File: src/shared/ts_marker_consts.vh
// Constants for the timestamp marker and user pattern register block.
// Assumes the includer compares word indices taken from AXI byte address bits [11:2].
`ifndef TS_MARKER_CONSTS_VH
`define TS_MARKER_CONSTS_VH

// Register indices; byte address is four times the index.
`define IDX_TS_CTRL    10'h160
`define IDX_POS_SEL    10'h161
`define IDX_PAT0       10'h180
`define IDX_PAT1       10'h182
`define IDX_PAT2       10'h184
`define IDX_PAT3       10'h186
`define IDX_OUT_CTRL   10'h1A0
`define IDX_STATUS     10'h1A1

// Reset values.
`define RST_TS_CTRL    8'h00
`define RST_POS_SEL    8'h00
`define RST_PAT0       16'h0000
`define RST_PAT1       16'h0FFF
`define RST_PAT2       16'h0000
`define RST_PAT3       16'h0FFF
`define RST_OUT_CTRL   8'h00

// Field positions.
`define BIT_MARK_EN    0
`define BIT_LANE_SEL   0
`define BIT_IF_EN      0
`define BIT_PAT_SRC    1
`define BIT_RECV_EN    2
`define FLD_WIDTH_HI   5
`define FLD_WIDTH_LO   4

// Output sample width codes.
`define WID_12         2'h0
`define WID_11         2'h1
`define WID_8          2'h2

// Effective LSB lane for each width.
`define LANE_W12       4'h0
`define LANE_W11       4'h1
`define LANE_W8        4'h4

// Bus and pipeline shape.
`define NBUS           4
`define SW             12
`define SDLY           4
`define LANES_ON       12'hFFF
`define RESP_OKAY      2'h0
`define RESP_SLVERR    2'h2
`endif

File: src/hw/timestamp_marker_and_user_pattern.v
// Timestamp marker insertion and user test pattern for four 12-lane sample buses.
// Assumes ADC samples arrive on sys_clk; the timestamp pin and link clock are asynchronous.
//
// Overview of operation
// - With the marker enable and receive enable bits set and samples selected, each output sample carries the timestamp in its LSB.
// - The marker is delayed through the block by exactly the latency the samples see.
// - With lane select at 0 the marker rides on lane 0 of every bus at any sample width.
// - With lane select at 0 lane 0 of each bus stays enabled whatever the sample width.
// - With lane select at 1 the marker sits on the LSB of the effective sample width.
// - That LSB is lane 0 for 12-bit, lane 1 for 11-bit and lane 4 for 8-bit samples.
// - Bits 11 to 0 of the first pattern register give pattern sample 0; bits 15 to 12 are spare.
// - Pattern sample 1 comes from the second pattern register, reset to all twelve bits set.
// - Pattern sample 2 has its own register, reset to zero.
// - The pattern words can be sent on the output buses as a test pattern.
// - Pattern sample 3 sits at the next even index, reset to all twelve bits set.
`include "ts_marker_consts.vh"
`timescale 1ns/1ps

module timestamp_marker_and_user_pattern (
  input  wire        sys_clk,
  input  wire        rst_n,
  input  wire [11:0] s_axi_awaddr,
  input  wire        s_axi_awvalid,
  output reg         s_axi_awready,
  input  wire [31:0] s_axi_wdata,
  input  wire [3:0]  s_axi_wstrb,
  input  wire        s_axi_wvalid,
  output reg         s_axi_wready,
  output reg  [1:0]  s_axi_bresp,
  output reg         s_axi_bvalid,
  input  wire        s_axi_bready,
  input  wire [11:0] s_axi_araddr,
  input  wire        s_axi_arvalid,
  output reg         s_axi_arready,
  output reg  [31:0] s_axi_rdata,
  output reg  [1:0]  s_axi_rresp,
  output reg         s_axi_rvalid,
  input  wire        s_axi_rready,
  input  wire [47:0] adc_sample,
  input  wire        timestamp_pin,
  input  wire        link_clk_pin,
  output reg  [47:0] out_data,
  output reg  [47:0] out_lane_en
);

  // Register storage.
  reg  [7:0]  ts_ctrl_reg;
  reg  [7:0]  pos_sel_reg;
  reg  [7:0]  out_ctrl_reg;
  reg  [15:0] pat_reg [0:3];

  // Write channel holding state.
  reg  [9:0]  aw_idx_reg;
  reg         aw_full_reg;
  reg  [31:0] w_data_reg;
  reg  [3:0]  w_strb_reg;
  reg         w_full_reg;

  // Synchronisers and detected levels.
  reg  [2:0]  ts_sync_reg;
  reg         ts_state_reg;
  reg  [2:0]  lk_sync_reg;
  reg         lk_level_reg;
  reg  [1:0]  pat_idx_reg;

  // Sample delay line matching the marker synchroniser.
  reg  [47:0] dly_reg [0:`SDLY-1];

  wire        if_en   = out_ctrl_reg[`BIT_IF_EN];
  wire        pat_src = out_ctrl_reg[`BIT_PAT_SRC];
  wire        recv_en = out_ctrl_reg[`BIT_RECV_EN];
  wire [1:0]  width   = out_ctrl_reg[`FLD_WIDTH_HI:`FLD_WIDTH_LO];
  wire        lane_sel = pos_sel_reg[`BIT_LANE_SEL];

  wire        lk_new  = (lk_sync_reg[1] == lk_sync_reg[2]) ? lk_sync_reg[2] : lk_level_reg;
  wire        lk_rise = lk_new & ~lk_level_reg;

  integer     i;

  // Maps an address to its 3-bit register code; 7 means unmapped.
  function [2:0] reg_code;
    input [11:0] addr;
    begin
      case (addr[11:2])
        `IDX_TS_CTRL:  reg_code = 3'h0;
        `IDX_POS_SEL:  reg_code = 3'h1;
        `IDX_PAT0:     reg_code = 3'h2;
        `IDX_PAT1:     reg_code = 3'h3;
        `IDX_PAT2:     reg_code = 3'h4;
        `IDX_PAT3:     reg_code = 3'h5;
        `IDX_OUT_CTRL: reg_code = 3'h6;
        `IDX_STATUS:   reg_code = 3'h6;
        default:       reg_code = 3'h7;
      endcase
    end
  endfunction

  // Merges write data into a 16-bit register under the two low byte strobes.
  function [15:0] merge16;
    input [15:0] old;
    input [31:0] data;
    input [3:0]  strb;
    begin
      merge16[7:0]  = strb[0] ? data[7:0] : old[7:0];
      merge16[15:8] = strb[1] ? data[15:8] : old[15:8];
    end
  endfunction

  // Lowest active lane for a sample width code.
  function [3:0] lsb_lane;
    input [1:0] w;
    begin
      case (w)
        `WID_11: lsb_lane = `LANE_W11;
        `WID_8:  lsb_lane = `LANE_W8;
        default: lsb_lane = `LANE_W12;
      endcase
    end
  endfunction

  // Lanes that the configured width and lane select leave switched on.
  wire [3:0]  eff_lane  = lsb_lane(width);
  wire [11:0] lane_mask = (`LANES_ON << eff_lane) | {11'h000, ~lane_sel};
  wire [3:0]  mark_lane = lane_sel ? eff_lane : `LANE_W12;
  wire        mark_on   = ts_ctrl_reg[`BIT_MARK_EN] & recv_en;
  wire [11:0] pat_word  = pat_reg[pat_idx_reg][11:0];

  // Write address and data are held independently, then committed together.
  always @(posedge sys_clk) begin
    if (!rst_n) begin
      s_axi_awready <= 1'b1;
      s_axi_wready  <= 1'b1;
      s_axi_bvalid  <= 1'b0;
      s_axi_bresp   <= `RESP_OKAY;
      aw_full_reg   <= 1'b0;
      w_full_reg    <= 1'b0;
      aw_idx_reg    <= 10'h000;
      w_data_reg    <= 32'h00000000;
      w_strb_reg    <= 4'h0;
    end else begin
      if (s_axi_awvalid && s_axi_awready) begin
        aw_idx_reg    <= s_axi_awaddr[11:2];
        aw_full_reg   <= 1'b1;
        s_axi_awready <= 1'b0;
      end
      if (s_axi_wvalid && s_axi_wready) begin
        w_data_reg   <= s_axi_wdata;
        w_strb_reg   <= s_axi_wstrb;
        w_full_reg   <= 1'b1;
        s_axi_wready <= 1'b0;
      end
      if (aw_full_reg && w_full_reg && !s_axi_bvalid) begin
        aw_full_reg  <= 1'b0;
        w_full_reg   <= 1'b0;
        s_axi_bvalid <= 1'b1;
        s_axi_bresp  <= (reg_code({aw_idx_reg, 2'h0}) == 3'h7) ? `RESP_SLVERR : `RESP_OKAY;
      end
      if (s_axi_bvalid && s_axi_bready) begin
        s_axi_bvalid  <= 1'b0;
        s_axi_awready <= 1'b1;
        s_axi_wready  <= 1'b1;
      end
    end
  end

  // Register writes; reserved bits are kept and read back as written.
  always @(posedge sys_clk) begin
    if (!rst_n) begin
      ts_ctrl_reg  <= `RST_TS_CTRL;
      pos_sel_reg  <= `RST_POS_SEL;
      out_ctrl_reg <= `RST_OUT_CTRL;
      pat_reg[0]   <= `RST_PAT0;
      pat_reg[1]   <= `RST_PAT1;
      pat_reg[2]   <= `RST_PAT2;
      pat_reg[3]   <= `RST_PAT3;
    end else if (aw_full_reg && w_full_reg && !s_axi_bvalid) begin
      case (reg_code({aw_idx_reg, 2'h0}))
        3'h0: ts_ctrl_reg <= w_strb_reg[0] ? w_data_reg[7:0] : ts_ctrl_reg;
        3'h1: pos_sel_reg <= w_strb_reg[0] ? w_data_reg[7:0] : pos_sel_reg;
        3'h2: pat_reg[0] <= merge16(pat_reg[0], w_data_reg, w_strb_reg);
        3'h3: pat_reg[1] <= merge16(pat_reg[1], w_data_reg, w_strb_reg);
        3'h4: pat_reg[2] <= merge16(pat_reg[2], w_data_reg, w_strb_reg);
        3'h5: pat_reg[3] <= merge16(pat_reg[3], w_data_reg, w_strb_reg);
        3'h6: begin
          if (aw_idx_reg == `IDX_OUT_CTRL) begin
            out_ctrl_reg <= w_strb_reg[0] ? w_data_reg[7:0] : out_ctrl_reg;
          end
        end
        default: ;
      endcase
    end
  end

  // Read channel: one read at a time, answered the cycle after the address.
  always @(posedge sys_clk) begin
    if (!rst_n) begin
      s_axi_arready <= 1'b1;
      s_axi_rvalid  <= 1'b0;
      s_axi_rdata   <= 32'h00000000;
      s_axi_rresp   <= `RESP_OKAY;
    end else if (s_axi_arvalid && s_axi_arready) begin
      s_axi_arready <= 1'b0;
      s_axi_rvalid  <= 1'b1;
      s_axi_rresp   <= `RESP_OKAY;
      case (reg_code(s_axi_araddr))
        3'h0: s_axi_rdata <= {24'h000000, ts_ctrl_reg};
        3'h1: s_axi_rdata <= {24'h000000, pos_sel_reg};
        3'h2: s_axi_rdata <= {16'h0000, pat_reg[0]};
        3'h3: s_axi_rdata <= {16'h0000, pat_reg[1]};
        3'h4: s_axi_rdata <= {16'h0000, pat_reg[2]};
        3'h5: s_axi_rdata <= {16'h0000, pat_reg[3]};
        3'h6: begin
          if (s_axi_araddr[11:2] == `IDX_OUT_CTRL) begin
            s_axi_rdata <= {24'h000000, out_ctrl_reg};
          end else begin
            s_axi_rdata <= {27'h0000000, lk_level_reg, pat_idx_reg, 1'b0, ts_state_reg};
          end
        end
        default: begin
          s_axi_rdata <= 32'h00000000;
          s_axi_rresp <= `RESP_SLVERR;
        end
      endcase
    end else if (s_axi_rvalid && s_axi_rready) begin
      s_axi_rvalid  <= 1'b0;
      s_axi_arready <= 1'b1;
    end
  end

  // Pin synchronisers; a new level counts once stages two and three agree.
  always @(posedge sys_clk) begin
    if (!rst_n) begin
      ts_sync_reg  <= 3'h0;
      lk_sync_reg  <= 3'h0;
      ts_state_reg <= 1'b0;
      lk_level_reg <= 1'b0;
    end else begin
      ts_sync_reg  <= {ts_sync_reg[1:0], timestamp_pin};
      lk_sync_reg  <= {lk_sync_reg[1:0], link_clk_pin};
      lk_level_reg <= lk_new;
      if (ts_sync_reg[1] == ts_sync_reg[2]) begin
        ts_state_reg <= ts_sync_reg[2];
      end
    end
  end

  // Pattern index steps on each link clock rising edge while the pattern is sent, and wraps; otherwise it rests at 0.
  always @(posedge sys_clk) begin
    if (!rst_n) begin
      pat_idx_reg <= 2'h0;
    end else if (!if_en || !pat_src) begin
      pat_idx_reg <= 2'h0;
    end else if (lk_rise) begin
      pat_idx_reg <= pat_idx_reg + 2'h1;
    end
  end

  // Sample delay equal to the marker synchroniser depth.
  always @(posedge sys_clk) begin
    if (!rst_n) begin
      for (i = 0; i < `SDLY; i = i + 1) begin
        dly_reg[i] <= 48'h000000000000;
      end
    end else begin
      dly_reg[0] <= adc_sample;
      for (i = 1; i < `SDLY; i = i + 1) begin
        dly_reg[i] <= dly_reg[i-1];
      end
    end
  end

  // Output buses: pattern or delayed samples, marker inserted, unused lanes off.
  always @(posedge sys_clk) begin
    if (!rst_n) begin
      out_data    <= 48'h000000000000;
      out_lane_en <= 48'h000000000000;
    end else if (!if_en) begin
      out_data    <= 48'h000000000000;
      out_lane_en <= 48'h000000000000;
    end else begin
      for (i = 0; i < `NBUS; i = i + 1) begin
        out_lane_en[i*`SW +: `SW] <= lane_mask;
        if (pat_src) begin
          out_data[i*`SW +: `SW] <= pat_word & lane_mask;
        end else if (mark_on) begin
          out_data[i*`SW +: `SW] <= ((dly_reg[`SDLY-1][i*`SW +: `SW]
            & ~(12'h001 << mark_lane)) | ({11'h000, ts_state_reg} << mark_lane))
            & lane_mask;
        end else begin
          out_data[i*`SW +: `SW] <= dly_reg[`SDLY-1][i*`SW +: `SW] & lane_mask;
        end
      end
    end
  end

endmodule

File: config.mk
export PLATFORM = sky130hd
export DESIGN_NAME = timestamp_marker_and_user_pattern
export DESIGN_NICKNAME = d
export VERILOG_FILES = /design/src/hw/timestamp_marker_and_user_pattern.v
export VERILOG_INCLUDE_DIRS = /design/src /design/src/shared
export SDC_FILE = /design/constraint.sdc
export NUM_CORES = 1
export LEC_CHECK = 0
export BUFFER_PORTS_ARGS = -buffer_cell sky130_fd_sc_hd__buf_4
export CAP_MARGIN = 30
export CORE_ASPECT_RATIO = 0.5
export CORE_UTILIZATION = 55
export CTS_CLUSTER_DIAMETER = 30
export DETAILED_ROUTE_END_ITERATION = 10
export PLACE_DENSITY = 0.8
export SYNTH_ARGS = -nofsm -noshare
export SYNTH_HDL_FRONTEND = slang
export SYNTH_SLANG_ARGS = --single-unit
File: constraint.sdc
create_clock -name sys_clk -period 3.67 [get_ports sys_clk]
set_clock_uncertainty 0.15 [all_clocks]
set_input_delay 0.367 -clock sys_clk [delete_from_list [all_inputs] [get_ports sys_clk]]
set_output_delay 0.367 -clock sys_clk [all_outputs]
set_load 0.01 [all_outputs]
Yosys cells after proc, flatten, opt, wreduce, memory -nomap -nowiden
Memory sizes are Yosys's and may differ from the RTL's. A register that Yosys moved wholly into a read port is not among the register bits.
Index checks and enable logic that the tools add are counted.
{"block": "op_classes", "n_addsub": 1, "multipliers": 0, "div_mod_pow": 0, "magnitude_cmp": 0, "n_eq_ne": 33, "shift": 3, "muxes": 61, "bitwise_logic": 32, "n_reduce_logical": 24}
{"op": "$mux W48", "count": 4}
{"op": "$eq A10 B9 Y1 const B", "count": 16}
{"op": "$and A12 B12 Y12", "count": 13}
{"op": "$pmux W16 S7", "count": 1}
{"op": "$mux W12", "count": 8}
{"op": "$mux W8", "count": 9}
{"op": "$mux W16", "count": 4}
{"op": "$or A12 B12 Y12", "count": 4}
{"op": "$pmux W3 S7", "count": 2}
{"op": "$mux W1", "count": 23}
{"op": "$eq A3 B3 Y1 const B", "count": 7}
{"op": "$eq A3 B2 Y1 const B", "count": 4}
{"op": "$mux W3", "count": 4}
{"op": "$not A12 Y12", "count": 1}
{"op": "$or A12 B1 Y12", "count": 1}
{"op": "$shl A1 B4 Y12", "count": 1}
{"op": "$shl A1 B4 Y12 const A", "count": 1}
{"op": "$shl A12 B4 Y12 const A", "count": 1}
{"op": "$reduce_or A2 Y1", "count": 5}
{"op": "$mux W2", "count": 4}
{"op": "$or A1 B1 Y1", "count": 8}
{"op": "$logic_and A1 B1 Y1", "count": 7}
{"op": "$reduce_or A7 Y1", "count": 1}
{"op": "$eq A3 B1 Y1 const B", "count": 2}
{"op": "15 further kinds", "count": 23}
{"block": "totals", "regBits": 201, "latch_bits": 0, "ram_bits": 256, "mem_bits_ro": 0, "inputBits": 117, "elab_cells": 179, "mem_count": 2}
{"name": "dly_reg", "words": 4, "word_bits": 48, "rd": 4, "rd_ports_with_merged_regs": 0, "write_ports": 4, "line_no": "timestamp_marker_and_user_pattern.v:67", "source": "reg [47:0] dly_reg [0:`SDLY-1];"}
{"name": "pat_reg", "words": 4, "word_bits": 16, "rd": 5, "rd_ports_with_merged_regs": 1, "write_ports": 4, "line_no": "timestamp_marker_and_user_pattern.v:50", "source": "reg [15:0] pat_reg [0:3];"}

Longest topological paths before layout
{"block": "logic_depth", "word_depth": 11, "ltp_mapped": 8, "mapped_depth_nobuf": 7}

Worst setup path before layout
No wires, ideal clock.
{"block": "synth_path", "path_type": "register -> register", "startpoint": "reg aw_idx_reg[0]", "endpoint": "mem pat_reg[1][0] (enable)", "t_arrival_ns": 2.286, "required_time_ns": 3.191, "setup_slack_ns": 0.905, "path_stages_with_launch": 7, "synth_period_minus_slack_ns": 2.765, "cell_sequence": "dfxtp_1 or4b_4 or4_4 a211oi_4 buf_6 nand2_1 nand2_1"}
{"element": "start: declaration", "line_no": "timestamp_marker_and_user_pattern.v:53", "source": "reg [9:0] aw_idx_reg;"}
{"element": "start signal: assignment", "line_no": "timestamp_marker_and_user_pattern.v:142", "source": "aw_idx_reg <= s_axi_awaddr[11:2];"}
{"element": "end: declaration", "line_no": "timestamp_marker_and_user_pattern.v:50"}

==> reports/results.tsv <==
stage	metric	value	unit
cts	clockBufferDepth	3	
setup_path	rrSetupSlack	0.56	ns
yosys	synthCells	1335	
cts	htreeDepth	2	
die	die_area	0.0268	mm2
routing	drt-wirelength-per-cell	17.5	um
global_route	grt_first_pass_wirelength	52200	um
cts	clkSinkCount	397	
routing	drt_iter0_markers	750	
die	dieWidth	230	um
global_route	grt_overflow_total	0	
yosys	yosys.cell_types.count	59	
timing	relSlewSlack	0.426	
die	io_pins	254	
final_layout	fin_util	0.713	
timing	rsz0062_at_grt	false	
cts	cts_tree	yes	
power	p_int	7.41	mW
routing	finalWirelength	34100	um
yosys	ys_seq_area_frac	0.598	
global_route	grt_pass1_vias	10000	
routing	vias	10300	
cts	numCtsBuffers	40	
die	coreArea	0.0254	mm2
global_route	grt_use_total	0.248	
cts	clk_latency	0.53	ns
timing	min_period_over_period	0.848	
timing	final-setup-viol-count	0	
power	power.density	522	mW/mm2
placement	port_buffers	213	
timing	max_freq	321	MHz
setup_path	worstPathArrival	3.14	ns
timing	tns	0	ns
setup_path	endpoint_kind	register	
yosys	async_flop_share	0	
outcome	status	finished clean	
power	netSwitchingFraction	0.217	
global_route	antenna_found_initial	3	
final_layout	final_nets	1693	
routing	dr.pass1.iters	8	
global_route	grt_max_degree	139	
timing	hold_viol	0	
final_layout	nFillCells	1672	
yosys	ys.flop_type	dfxtp_1	
setup_path	path_class	register to register	
timing	slew_violations	0	
yosys	synth_warnings	0	
routing	drc_errors	0	
timing	tightest_slew	0.858	ns
cts	cts_setup_buffers	0	
timing	period_needed	3.11	ns
placement	gp_congestion	0.892	
power	p_leak	7.47	nW
job	max_cap_viol_count	0	
routing	via_per_inst	5.25	
die	rows	41	
cts	clk_pin_slew_worst_paths	0.06	ns
yosys	ys_seq_elements	397	
yosys	synth_edf_count	64	
setup_path	crit_fanout	11	
power	vdd_drop_max	0.000300	V
yosys	synth_area_per_cell	10.7	um2
cts	root_buffer	clkbuf_16	
yosys	syn_area	0.0144	mm2
routing	antenna_left	0	
die	start_util	0.565	
power	p_comb_frac	0.045	
power	switchingPower	2.05	mW
power	clock_power_share	0.469	
final_layout	drive_above_1_share	0.209	
placement	place_hpwl	21600	um
cts	cts.repair.resized	0	
setup_path	cp-start-kind	register	
power	seq_power_share	0.486	
final_layout	largest_register_ff_count	192	
die	die_h	116	um
worst_hold_path	hp-class	input port to register	
final_layout	area_growth	26.2	%
setup_path	required	3.70	ns
-- routing by layer --
metal,GRT usage,share of wire,routed length (um)
met4,0.108,0.033,1120
met5,0,0,0
met2,0.432,0.49,16900
met3,0.0537,0.065,2220
met1,0.303,0.41,13900
-- cells in the final DEF, fill, tap and decap left out, drive strengths merged, types with 7 or more instances in the layout --
cell / instances
nand2b: 32
a21oi: 96
clkinv: 9
bufinv: 7
nor2: 57
nand2: 150
edfxtp: 64
inv: 19
o221a: 8
mux4: 12
o21ai: 32
clkbuf: 48
o21bai: 8
dfxtp: 333
dlygate4sd3: 81
and3: 8
o211a: 8
nand4: 9
conb: 18
and2: 259
a221o: 8
mux2i: 44
buf: 228
-- final timing paths --
kind | from | end | cells after the start
worst max-delay path | aw_idx_reg[7] | pat_reg[1][6] | 5
worst min-delay path | s_axi_wdata[8] | w_data_reg[8] | 3
worst max register to register | aw_idx_reg[7] | pat_reg[1][6] | 5
worst min register to register | ts_sync_reg[0] | ts_sync_reg[1] | 1
-- cell usage after synthesis, types with 2 or more instances --
library cell,n,area share
o221a_2,8,0.0063
nor2b_1,4,0.0017
and3_1,8,0.0035
nor4_4,2,0.0030
nor4bb_1,2,0.0014
a221o_1,8,0.0056
a21oi_1,96,0.033
nand4_1,9,0.0039
a22oi_1,4,0.0021
a22o_1,4,0.0024
o211a_1,8,0.0056
and2_1,259,0.11
buf_6,2,0.0016
nand4b_1,2,0.0012
buf_4,63,0.033
o21bai_1,8,0.0042
edfxtp_1,64,0.13
or2_2,2,0.00087
ha_1,2,0.0017
nor2_1,56,0.015
mux2i_1,44,0.031
or4b_1,2,0.0014
inv_1,9,0.0024
a211oi_4,2,0.0028
nor4b_1,4,0.0024
buf_1,6,0.0016
nand2_1,150,0.039
o21ai_0,32,0.011
o211ai_1,4,0.0021
clkbuf_2,2,0.00070
a41oi_1,4,0.0024
buf_2,4,0.0014
dfxtp_1,333,0.46
clkbuf_1,53,0.014
mux4_2,12,0.019
nand3_1,4,0.0014
nand2b_1,32,0.014
or3b_2,3,0.0018
o221ai_1,4,0.0024
-- critical path, stage by stage (launching register included) --
cell	delay, ns
dfxtp_1	0.45
or4b_4	0.53
or4_4	0.62
a211oi_4	0.53
nand2_1	0.13
nand2_1	0.35
-- cells by family (layout without fill, tap and decap cells) --
group           Yosys count  count (layout)  share of synthesized area
compound gates          187             187                     0.0836
xor+xnor                  2               2                    0.00122
fa+ha+maj                 2               2                    0.00174
buf+inv                 140             394                     0.0547
flops                   397             397                      0.598
mux                      56              56                     0.0495
other cells               1              20                   0.000261
simple gates            550             550                      0.210
-- metrics by stage --
stage	cell area (um2)	setup WS (ns)	std cells	power [mW]	hold slack, ns
2_1_floorplan	14400	0.905	1352	4.88	0.262
3_3_place_gp	15800	0.704	1794	5.01	0.264
3_5_place_dp	15800	0.600	1794	5.03	0.267
4_1_cts	18100	0.603	1949	9.49	0.0214
5_1_grt	18100	0.442	1951	9.74	0.0227
6_report	18100	0.557	1952	9.45	0.0362
-- final cells by class --
type	count	area (um2)	area share
sequential	397	8590	0.474
clock buffer	47	1080	0.0595
antenna	2	5.00	0.000276
multi-input combinational	815	5060	0.279
inverter	10	37.5	0.00207
clock inverter	27	385	0.0213
tap	344	430	0.0238
timing repair buffer	310	2530	0.140
-- timing repair --
item | in CTS | in global routing
endpoints found under the hold margin | 80 | 0
hold buffers | 81 | 0
endpoints found under the setup margin | 0 | 0
-- power by group through the flow --
stage	registers, mW	logic, mW	clock network (mW)
floorplan	4.66	0.213	0
global placement	4.68	0.333	0
detailed placement	4.69	0.342	0
CTS	4.59	0.416	4.48
global route	4.60	0.460	4.68
finish	4.59	0.424	4.43
No activity file was read; power rests on OpenSTA's default activity.
